<file path="src/sdr_pkg.sv">
// Package: constants and types for the sample delay ramp and timestamp block
package sdr_pkg;
  localparam int          SDR_SAMPLE_W    = 12;  // Converter sample width
  localparam int          SDR_DELAY_W     = 8;   // Coarse and fine width
  localparam int          SDR_LATENCY     = 4;   // Converter core latency
  localparam int          SDR_RAMP_PERIOD = 384; // Cycles per ramp tick
  localparam int          SDR_CNT_W       = 9;   // Ramp tick counter width
  localparam logic [8:0]  SDR_CNT_LAST    = 9'(SDR_RAMP_PERIOD - 1); // Last
  localparam logic [7:0]  SDR_STEP_SLOW   = 8'h01;  // Slow step size
  localparam logic [7:0]  SDR_STEP_FAST   = 8'h04;  // Fast step size
  localparam logic [7:0]  SDR_DELAY_RST   = 8'h00;  // Delay reset value
  localparam logic [11:0] SDR_SAMPLE_RST  = 12'h000; // Sample reset value
  // Sample format selection
  typedef enum logic {SDR_FMT12, SDR_FMT8} sdr_fmt_t;
endpackage

</file>
<file path="src/sdr_top.sv">
// Sample edge selection, aperture delay ramp and trigger timestamp logic
`timescale 1ns/1ps
module sdr_top #(
  parameter int LATENCY = sdr_pkg::SDR_LATENCY
) (
  input  wire logic                   core_clk_in,            // Device clock
  input  wire logic                   rst_in,                 // Sync reset
  input  wire logic                   trigger_mark_input_in,  // Async trigger
  input  wire logic                   timestamp_enable_in,    // Mark enable
  input  wire sdr_pkg::sdr_fmt_t      sample_format_in,       // 12 or 8 bit
  input  wire logic                   single_channel_in,      // Both edges
  input  wire logic [11:0]            sample_rise_in,         // Rising sample
  input  wire logic [11:0]            sample_fall_in,         // Falling sample
  input  wire logic                   sample_valid_in,        // Samples valid
  input  wire logic                   clock_invert_delay_in,  // Invert clock
  input  wire logic [7:0]             coarse_aperture_delay_in, // Coarse set
  input  wire logic                   coarse_write_in,        // Coarse strobe
  input  wire logic [7:0]             fine_aperture_delay_in, // Fine set
  input  wire logic                   delay_ramp_enable_in,   // Ramp enable
  input  wire logic                   delay_ramp_speed_in,    // 1 = fast
  output logic [11:0]                 stream_a_out,           // First sample
  output logic [11:0]                 stream_b_out,           // Second sample
  output logic                        stream_b_used_out,      // B carries data
  output logic                        stream_valid_out,       // Output valid
  output logic                        clock_invert_out,       // Invert active
  output logic [7:0]                  coarse_active_out,      // Active coarse
  output logic [7:0]                  fine_active_out,        // Active fine
  output logic [8:0]                  total_delay_steps_out,  // Coarse + fine
  output logic                        ramp_busy_out           // Ramp running
);
  import sdr_pkg::*;

  ////////////////////////////////////////////////////////////////////////////
  // Trigger synchroniser, first stage read only by second
  logic trig_meta_reg;  // First stage
  logic trig_sync_reg;  // Second stage

  // Two-flop capture of asynchronous trigger
  always_ff @(posedge core_clk_in) begin
    if (rst_in) begin
      trig_meta_reg <= 1'b0;
      trig_sync_reg <= 1'b0;
    end else begin
      trig_meta_reg <= trigger_mark_input_in;
      trig_sync_reg <= trig_meta_reg;
    end
  end

  ////////////////////////////////////////////////////////////////////////////
  // Marking of samples, before the shared latency line
  logic [11:0] mark_a;  // Marked first sample
  logic [11:0] mark_b;  // Marked second sample

  // Insert trigger into LSB of word per format
  always_comb begin
    mark_a = sample_rise_in;
    mark_b = sample_fall_in;
    if (timestamp_enable_in) begin
      if (sample_format_in == SDR_FMT12) begin
        mark_a = {sample_rise_in[11:1], trig_sync_reg};
        mark_b = {sample_fall_in[11:1], trig_sync_reg};
      end else begin
        mark_a = {4'h0, sample_rise_in[11:5], trig_sync_reg};
        mark_b = {4'h0, sample_fall_in[11:5], trig_sync_reg};
      end
    end else if (sample_format_in == SDR_FMT8) begin
      mark_a = {4'h0, sample_rise_in[11:4]};
      mark_b = {4'h0, sample_fall_in[11:4]};
    end
  end

  ////////////////////////////////////////////////////////////////////////////
  // Latency line shared by data and trigger bit
  logic [11:0] pipe_a_reg [LATENCY];  // First sample stages
  logic [11:0] pipe_b_reg [LATENCY];  // Second sample stages
  logic        pipe_u_reg [LATENCY];  // Both-edge flag stages
  logic        pipe_v_reg [LATENCY];  // Valid stages

  // Same depth for sample and trigger keeps alignment
  always_ff @(posedge core_clk_in) begin
    if (rst_in) begin
      for (int i = 0; i < LATENCY; i++) begin
        pipe_a_reg[i] <= SDR_SAMPLE_RST;
        pipe_b_reg[i] <= SDR_SAMPLE_RST;
        pipe_u_reg[i] <= 1'b0;
        pipe_v_reg[i] <= 1'b0;
      end
    end else begin
      pipe_a_reg[0] <= mark_a;
      pipe_b_reg[0] <= single_channel_in ? mark_b : SDR_SAMPLE_RST;
      pipe_u_reg[0] <= single_channel_in;
      pipe_v_reg[0] <= sample_valid_in;
      for (int i = 1; i < LATENCY; i++) begin
        pipe_a_reg[i] <= pipe_a_reg[i-1];
        pipe_b_reg[i] <= pipe_b_reg[i-1];
        pipe_u_reg[i] <= pipe_u_reg[i-1];
        pipe_v_reg[i] <= pipe_v_reg[i-1];
      end
    end
  end

  assign stream_a_out      = pipe_a_reg[LATENCY-1];
  assign stream_b_out      = pipe_b_reg[LATENCY-1];
  assign stream_b_used_out = pipe_u_reg[LATENCY-1];
  assign stream_valid_out  = pipe_v_reg[LATENCY-1];

  ////////////////////////////////////////////////////////////////////////////
  // Inversion and fine delay, applied directly
  logic       inv_reg;   // Active inversion
  logic [7:0] fine_reg;  // Active fine delay

  // Live update of inversion and fine setting
  always_ff @(posedge core_clk_in) begin
    if (rst_in) begin
      inv_reg  <= 1'b0;
      fine_reg <= SDR_DELAY_RST;
    end else begin
      inv_reg  <= clock_invert_delay_in;
      fine_reg <= fine_aperture_delay_in;
    end
  end

  ////////////////////////////////////////////////////////////////////////////
  // Coarse delay ramp
  logic [7:0]           coarse_reg;   // Active coarse delay
  logic [7:0]           target_reg;   // Ramp target
  logic                 busy_reg;     // Ramp running
  logic [SDR_CNT_W-1:0] cnt_reg;      // Tick counter
  logic                 tick;         // End of 384-cycle period
  logic [7:0]           step;         // Step size
  logic [7:0]           diff;         // Remaining distance

  assign tick = busy_reg && (cnt_reg == SDR_CNT_LAST);
  assign step = delay_ramp_speed_in ? SDR_STEP_FAST : SDR_STEP_SLOW;
  assign diff = (target_reg > coarse_reg) ? target_reg - coarse_reg
                                          : coarse_reg - target_reg;

  // Tick counter runs only during a ramp
  always_ff @(posedge core_clk_in) begin
    if (rst_in || !busy_reg || coarse_write_in) begin
      cnt_reg <= '0;
    end else if (tick) begin
      cnt_reg <= '0;
    end else begin
      cnt_reg <= cnt_reg + 9'h001;
    end
  end

  // Coarse update: direct or ramped toward target
  always_ff @(posedge core_clk_in) begin
    if (rst_in) begin
      coarse_reg <= SDR_DELAY_RST;
      target_reg <= SDR_DELAY_RST;
      busy_reg   <= 1'b0;
    end else if (coarse_write_in) begin
      target_reg <= coarse_aperture_delay_in;
      if (delay_ramp_enable_in) begin
        busy_reg <= (coarse_aperture_delay_in != coarse_reg);
      end else begin
        coarse_reg <= coarse_aperture_delay_in;
        busy_reg   <= 1'b0;
      end
    end else if (tick) begin
      if (diff <= step) begin
        coarse_reg <= target_reg;
        busy_reg   <= 1'b0;
      end else if (target_reg > coarse_reg) begin
        coarse_reg <= coarse_reg + step;
      end else begin
        coarse_reg <= coarse_reg - step;
      end
    end
  end

  assign clock_invert_out      = inv_reg;
  assign coarse_active_out     = coarse_reg;
  assign fine_active_out       = fine_reg;
  assign total_delay_steps_out = {1'b0, coarse_reg} + {1'b0, fine_reg};
  assign ramp_busy_out         = busy_reg;

  ////////////////////////////////////////////////////////////////////////////
  // Assertions
  property p_ts_off;
    @(posedge core_clk_in) disable iff (rst_in)
    !timestamp_enable_in && sample_format_in == SDR_FMT12
      |-> mark_a == sample_rise_in;
  endproperty
  a_ts_off: assert property (p_ts_off) else $error("mark while off");

  property p_ts12;
    @(posedge core_clk_in) disable iff (rst_in)
    timestamp_enable_in && sample_format_in == SDR_FMT12
      |-> mark_a[0] == trig_sync_reg && mark_a[11:1] == sample_rise_in[11:1];
  endproperty
  a_ts12: assert property (p_ts12) else $error("bad 12-bit mark");

  property p_ts8;
    @(posedge core_clk_in) disable iff (rst_in)
    timestamp_enable_in && sample_format_in == SDR_FMT8
      |-> mark_a[0] == trig_sync_reg && mark_a[11:8] == 4'h0;
  endproperty
  a_ts8: assert property (p_ts8) else $error("bad 8-bit mark");

  property p_lat;
    @(posedge core_clk_in) disable iff (rst_in)
    !rst_in [*4] |=> stream_a_out == $past(mark_a, LATENCY);
  endproperty
  a_lat: assert property (p_lat) else $error("latency mismatch");

  property p_sync;
    @(posedge core_clk_in) disable iff (rst_in)
    !rst_in [*3] |-> trig_sync_reg == $past(trigger_mark_input_in, 2);
  endproperty
  a_sync: assert property (p_sync) else $error("sync depth");

  property p_dual;
    @(posedge core_clk_in) disable iff (rst_in)
    !single_channel_in |=> pipe_b_reg[0] == SDR_SAMPLE_RST && !pipe_u_reg[0];
  endproperty
  a_dual: assert property (p_dual) else $error("dual uses fall");

  property p_tick;
    @(posedge core_clk_in) disable iff (rst_in)
    $rose(busy_reg) |-> !tick [*8];
  endproperty
  a_tick: assert property (p_tick) else $error("early ramp step");

  property p_step;
    @(posedge core_clk_in) disable iff (rst_in)
    busy_reg && !coarse_write_in && !tick |=> $stable(coarse_reg);
  endproperty
  a_step: assert property (p_step) else $error("coarse moved");

  property p_stop;
    @(posedge core_clk_in) disable iff (rst_in)
    busy_reg && tick && !coarse_write_in && diff <= step
      |=> coarse_reg == $past(target_reg) && !busy_reg;
  endproperty
  a_stop: assert property (p_stop) else $error("ramp overshoot");

  property p_start;
    @(posedge core_clk_in) disable iff (rst_in)
    coarse_write_in && delay_ramp_enable_in
      && coarse_aperture_delay_in != coarse_reg |=> busy_reg;
  endproperty
  a_start: assert property (p_start) else $error("no ramp start");

  c_ramp: cover property (@(posedge core_clk_in) disable iff (rst_in)
    $fell(busy_reg));
  c_mark: cover property (@(posedge core_clk_in) disable iff (rst_in)
    stream_valid_out && stream_a_out[0] && timestamp_enable_in);
  c_single: cover property (@(posedge core_clk_in) disable iff (rst_in)
    stream_b_used_out && stream_valid_out);
endmodule

</file>
<file path="config.mk">
export PLATFORM = sky130hd
export DESIGN_NAME = sdr_top
export DESIGN_NICKNAME = d
export VERILOG_FILES = /design/src/sdr_pkg.sv /design/src/sdr_top.sv
export SDC_FILE = /design/constraint.sdc
export NUM_CORES = 1
export LEC_CHECK = 0
export ABC_AREA = 0
export BUFFER_PORTS_ARGS = -buffer_cell sky130_fd_sc_hd__buf_4
export CORE_MARGIN = 10
export CORE_UTILIZATION = 55
export CTS_CLUSTER_SIZE = 12
export DETAILED_ROUTE_END_ITERATION = 6
export GPL_ROUTABILITY_DRIVEN = 1
export PLACE_DENSITY = 0.79
export REMOVE_ABC_BUFFERS = 1
export SKIP_LAST_GASP = 1
export SLEW_MARGIN = 0
export SYNTH_ARGS = -nofsm -noshare
export SYNTH_HDL_FRONTEND = slang
export SYNTH_SLANG_ARGS = --single-unit
export TNS_END_PERCENT = 10
</file>
<file path="constraint.sdc">
create_clock -name core_clk_in -period 5.4 [get_ports core_clk_in]
set_clock_uncertainty 0.2 [all_clocks]
set_input_delay 0.27 -clock core_clk_in [delete_from_list [all_inputs] [get_ports core_clk_in]]
set_output_delay 0.27 -clock core_clk_in [all_outputs]
set_load 0.01 [all_outputs]
</file>
======== Yosys cells after proc, flatten, opt, wreduce, memory -nomap -nowiden ========
Memory sizes are Yosys's and may differ from the RTL's.
Cells that the tools add are included.
cells by class
  equality and inequality tests ........... 3
  add/subtract/negate cells ............... 6
  reduce and logical (&&, ||, !) cells .... 9
  bitwise logic cells ..................... 16
  mux-type cells .......................... 37
  order comparisons ....................... 2
operators with widths
  operator                                      count
  two-way mux 12 bit                            15
  two-way mux 8 bit                             6
  OR 1 bit                                      16
  subtractor 8 bit                              2
  two-way mux 1 bit                             15
  adder 8 x 8 -> 9 bit                          1
  adder 9 x 1 -> 9 bit (second input constant)  1
  equality test 9 bit (second input constant)   1
  adder 8 x 3 -> 8 bit                          1
  greater-than comparator 8 bit                 1
  less-or-equal comparator 8 x 3 -> 1 bit       1
  != test 8 bit                                 1
  subtractor 8 x 3 -> 8 bit                     1
  AND reduction 2 bit                           2
  nonzero test 2 bit                            2
  two-way mux 3 bit                             1
  logical OR 1 bit                              2
  != test 2 bit (second input constant)         1
  OR reduction 2 bit                            1
  logical AND 1 bit                             1
  zero test 1 bit                               1
word-level totals
  logic and storage cells ................. 85
  memory bits (writable) .................. 104
  input bits .............................. 51
  output and inout bits ................... 53
  memories kept ........................... 4
  bits in registers ....................... 37
memories
  name        depth  bits a word  rd ports  clocked after memory_dff  wr ports  line           text
  pipe_a_reg  4      12           4         0                         4         sdr_top.sv:74  logic [11:0] pipe_a_reg [LATENCY];
  pipe_b_reg  4      12           4         0                         4         sdr_top.sv:75  logic [11:0] pipe_b_reg [LATENCY];
  pipe_u_reg  4      1            4         0                         4         sdr_top.sv:76  logic pipe_u_reg [LATENCY];
  pipe_v_reg  4      1            4         0                         4         sdr_top.sv:77  logic pipe_v_reg [LATENCY];

======== Longest topological paths before layout ========
  depth after elaboration ................. 6
  gate-level depth with buffers ........... 19

======== Least setup slack after synthesis ========
Ideal clock, no wire load.
  path kind ............................... register -> register
  from .................................... register coarse_reg[1] (netlist: coarse_active_out[1])
  to ...................................... register coarse_reg[1] (netlist: coarse_active_out[1])
  stages on the path, launching flop included .. 17
  path slack .............................. 1.125 ns
  clock period less this slack ............ 4.275 ns
  arrival time ............................ 3.984 ns
  setup time .............................. 0.091 ns
  cells stage by stage .................... dfxtp_1 -> inv_1 -> fa_1 -> a211oi_2 -> nor3_1 -> o31a_1 -> buf_6 -> mux2i_1 -> xnor2_1 -> ha_1 -> or2_2 -> a222oi_1 -> o211a_1 -> nand4_1 -> and3_1 -> a211o_1 -> a311oi_1
on the way
  cells in the longest elaborated chain, start to end .. 6
  elaborated cells between the ends (all ways) .. 11
  those cells by class .................... add/sub: 4; order compare: 2; mux: 5
ends and longest elaborated chain
  item                                      line            text
  from (decl)                               sdr_top.sv:125  logic [7:0] coarse_reg;
  from (signal assigned)                    sdr_top.sv:160  coarse_reg <= coarse_aperture_delay_in;
  from (signal assigned)                    sdr_top.sv:165  coarse_reg <= target_reg;
  from (signal assigned)                    sdr_top.sv:168  coarse_reg <= coarse_reg + step;
  subtractor 8 bit (tied with other cells)  sdr_top.sv:136  : coarse_reg - target_reg;
  two-way mux 8 bit                         sdr_top.sv:135  assign diff = (target_reg > coarse_reg) ? target_reg - coarse_reg
  less-or-equal comparator 8 x 3 -> 1 bit   sdr_top.sv:164  if (diff <= step) begin
  two-way mux 8 bit *                       sdr_top.sv:164
  two-way mux 8 bit *                       sdr_top.sv:163  end else if (tick) begin
  two-way mux 8 bit *                       sdr_top.sv:155  end else if (coarse_write_in) begin
Every way passes the cells marked *; elsewhere a longest branch is shown, timed or not. The select of a mux whose other input is x is not followed.
A chain may end at the register's enable or synchronous reset.

======== Worst setup path in the final report ========
  from .................................... register coarse_reg[6] (netlist: coarse_active_out[6])
  to ...................................... register coarse_reg[0] (netlist: coarse_active_out[0])
Same word-level chain as after synthesis.

==> results.toml <==
[timing]
fin_ws_ns = 0.3105
setup-tns-final_ns = 0
drv_slew = 0
hold_violations = 0
setup_viol = 0
fmax_mhz = 196.5
rsz0062_at_grt = "no"
worst_pin_slew_ns = 0.9141
max-slew-margin-rel_pct = 39.06
fin_crit_ns = 5.089
min_period_over_period_pct = 94.25

[clock_network]
cts_sinks = 141
cts_htree_levels = 4
clk_pin_slew_ns = 0.06
cts_setup_buffers = 0
clk_latency_ns = 0.52
numCtsBuffers = 17
cts_tree = "built"
root_buffer = "clkbuf_8"
clockBufferDepth = 2

[place]
place_hpwl_um = 9743
globalplace.congestion = 0.8127
place_ws_ns = 0.6947
io_buffers = 103
dp.cells = 804

[flow_run]
max_cap_viol_count = 0

[detailed_routing]
vias = 4553
via_per_inst = 5.059
drt_iter0_drc = 199
wl_per_cell_um = 16.87
wl_um = 15180
drt_first_pass_iters = 6
drc = 0
ant_nets = 0

[power]
ir_drop_v = 0.0003866
switching_share_pct = 29.70
p_per_area_nw_per_um2 = 381.5
p_sw_mw = 0.8875
clkPwrFrac_pct = 35.8
p_leak_nw = 3.541
seqPwrFrac_pct = 37.8
p_int_mw = 2.101
p_comb_share_pct = 26.4

[setup_path]
critPathSlowestCell = "dlygate4sd3_1"
path_max_fanout = 11
slowest_delay_ns = 0.57
crit_arrival_ns = 5.36
cp.required_ns = 5.67
worstSetupPathType = "reg -> reg"
cp_num_buf_inv = 2
r2r_slack_ns = 0.31
endpoint_kind = "flop"
cp_cell_sequence = "inv_1 > ha_1 > nand4_1 > nor3_1 > o31a_1 > mux2i_1 > xnor2_1 > ha_1 > or2_2 > a222oi_1 > o211a_1 > nand4_1 > and3_1 > a211o_1 > a311oi_1 > dlygate4sd3_1"
worstSetupStartpointType = "flop"
crit_family = "compound AO/OA/AOI/OAI gates"

[grt]
track_usage_pct = 20.65
antenna_found_initial = 0
grt_pass1_wl_um = 24240
overflow = 0
grt_max_degree = 100
first_global_vias = 4864

[floorplanning]
start_util_pct = 56.43
die-area_um2 = 15110
rows = 37
ios = 104
core-area_um2 = 10320
die_y_um = 122.9
dieWidth_um = 122.9

[finish]
fin_cells = 900
layout-drive-gt1-share_pct = 18.19
antenna_cells = 0
num-nets-final = 839
area_growth_pct = 34.45

[run_status]
outcome = "complete, no violations"

[logic_synthesis]
avgSynthCellArea_um2 = 9.874
netlist_area_um2 = 5826
synth_edf_count = 0
synth-async-reset-ratio_pct = 0
yosysUniqueCellTypes = 47
ys_warn_count = 0
synth_top_flop_cell = "dfxtp_1"
ys_seq_elements = 141
seq_area_frac_synth_pct = 48.45
syn-instance-count = 590

[min_path]
hold_path_class = "in -> reg"
[cell families (layout without fill, tap and decap cells)]
family	Yosys count	count (layout)	share of synthesized area, %
muxes	29	29	4.983
and+or+nand+nor	209	209	19.57
AOI/OAI and AO/OA	80	80	9.236
DFF	141	141	48.45
xor gates and xnor gates	31	31	4.661
buffers and inverters	63	237	4.639
adders and majority gates	37	37	8.462
[per-layer routing]
metal / track usage, % / wire length (um)
met5: 0 / 0
met4: 7.143 / 236
met3: 6.290 / 728
met2: 38.35 / 8218
met1: 21.54 / 5999
[worst paths after layout]
| kind | depth (start not counted) | from | endpoint |
|---|---|---|---|
| worst max-delay path | 16 | coarse_active_out[6] | coarse_active_out[0] |
| worst min-delay path | 3 | sample_format_in | pipe_b_reg[0][2] |
| worst max register to register | 16 | coarse_active_out[6] | coarse_active_out[0] |
| worst min register to register | 1 | pipe_a_reg[1][10] | pipe_a_reg[2][10] |
[cell usage in the layout, fill, tap and decap left out, drive strengths merged, types with 6 or more instances in the layout]
cell type / count
nand2: 15
a21oi: 22
o22ai: 6
dlygate4sd3: 64
dfxtp: 141
nor2: 50
and2: 10
a211oi: 9
clkbuf: 23
inv: 39
xnor2: 15
xor2: 16
nor2b: 99
mux2i: 29
buf: 104
ha: 33
o21ai: 11
a21o: 9
and3: 7
[power by group through the flow]
stage	clock (mW)	combinational, mW	sequential (mW)
6_report	1.07	0.790	1.13
5_1_grt	1.13	0.865	1.13
4_1_cts	1.07	0.783	1.13
3_5_place_dp	0	0.739	1.15
3_3_place_gp	0	0.730	1.14
2_1_floorplan	0	0.492	1.14
[cells in the mapped netlist (4+ instances only)]
master,number,area (um2)
dfxtp_1,141,2823
nor2b_1,99,619.3
nor2_1,50,187.7
inv_1,37,138.9
ha_1,33,412.9
mux2i_1,29,290.3
a21oi_1,22,110.1
clkbuf_1,17,63.81
xor2_1,16,140.1
nand2_1,15,56.30
xnor2_1,15,131.4
o21ai_0,11,55.05
and2_1,10,62.56
a21o_1,9,67.56
a211oi_1,8,60.06
and3_1,7,43.79
o22ai_1,6,37.54
nand2b_1,5,31.28
nor3_1,5,25.02
buf_6,4,45.04
fa_1,4,80.08
nand3_1,4,20.02
[worst register-to-register path, delay by kind of cell, from the launching register on]
kind,cells,cell delay (ns)
AOI/OAI and AO/OA,5,1.42
xor gates and xnor gates,1,0.15
adders and majority gates,2,0.77
buffers and inverters,2,0.68
DFF,1,0.49
muxes,1,0.27
and+or+nand+nor,5,1.04
[timing repair]
item | in CTS | in global routing
resized for setup | 0 | 2
endpoints found under the hold margin | 50 | 0
setup endpoints to repair | 0 | 1
hold buffers | 64 | 0
[metrics by stage]
stage / util, % / power (mW) / cell area [um2] / hold WS, ns
floorplan: - / 1.637 / 5694 / 0.1391
global placement: 64.37 / 1.873 / 6645 / 0.2154
detailed placement: 64.37 / 1.887 / 6645 / 0.2204
CTS: 75.83 / 2.984 / 7829 / 0.002322
global route: 75.87 / 3.133 / 7833 / 0.06766
finish: 75.87 / 2.988 / 7833 / 0.04962
[area by class of cell]
class	instances	area, um2
well taps	136	170.2
flip-flops and latches	141	2824
fillers	665	2491
multi-input cells	386	2735
inverters	37	138.9
repair buffers	168	1421
clock buffers	23	456.7
clock inverters	9	86.33
Power figures use the tool's default switching activity.
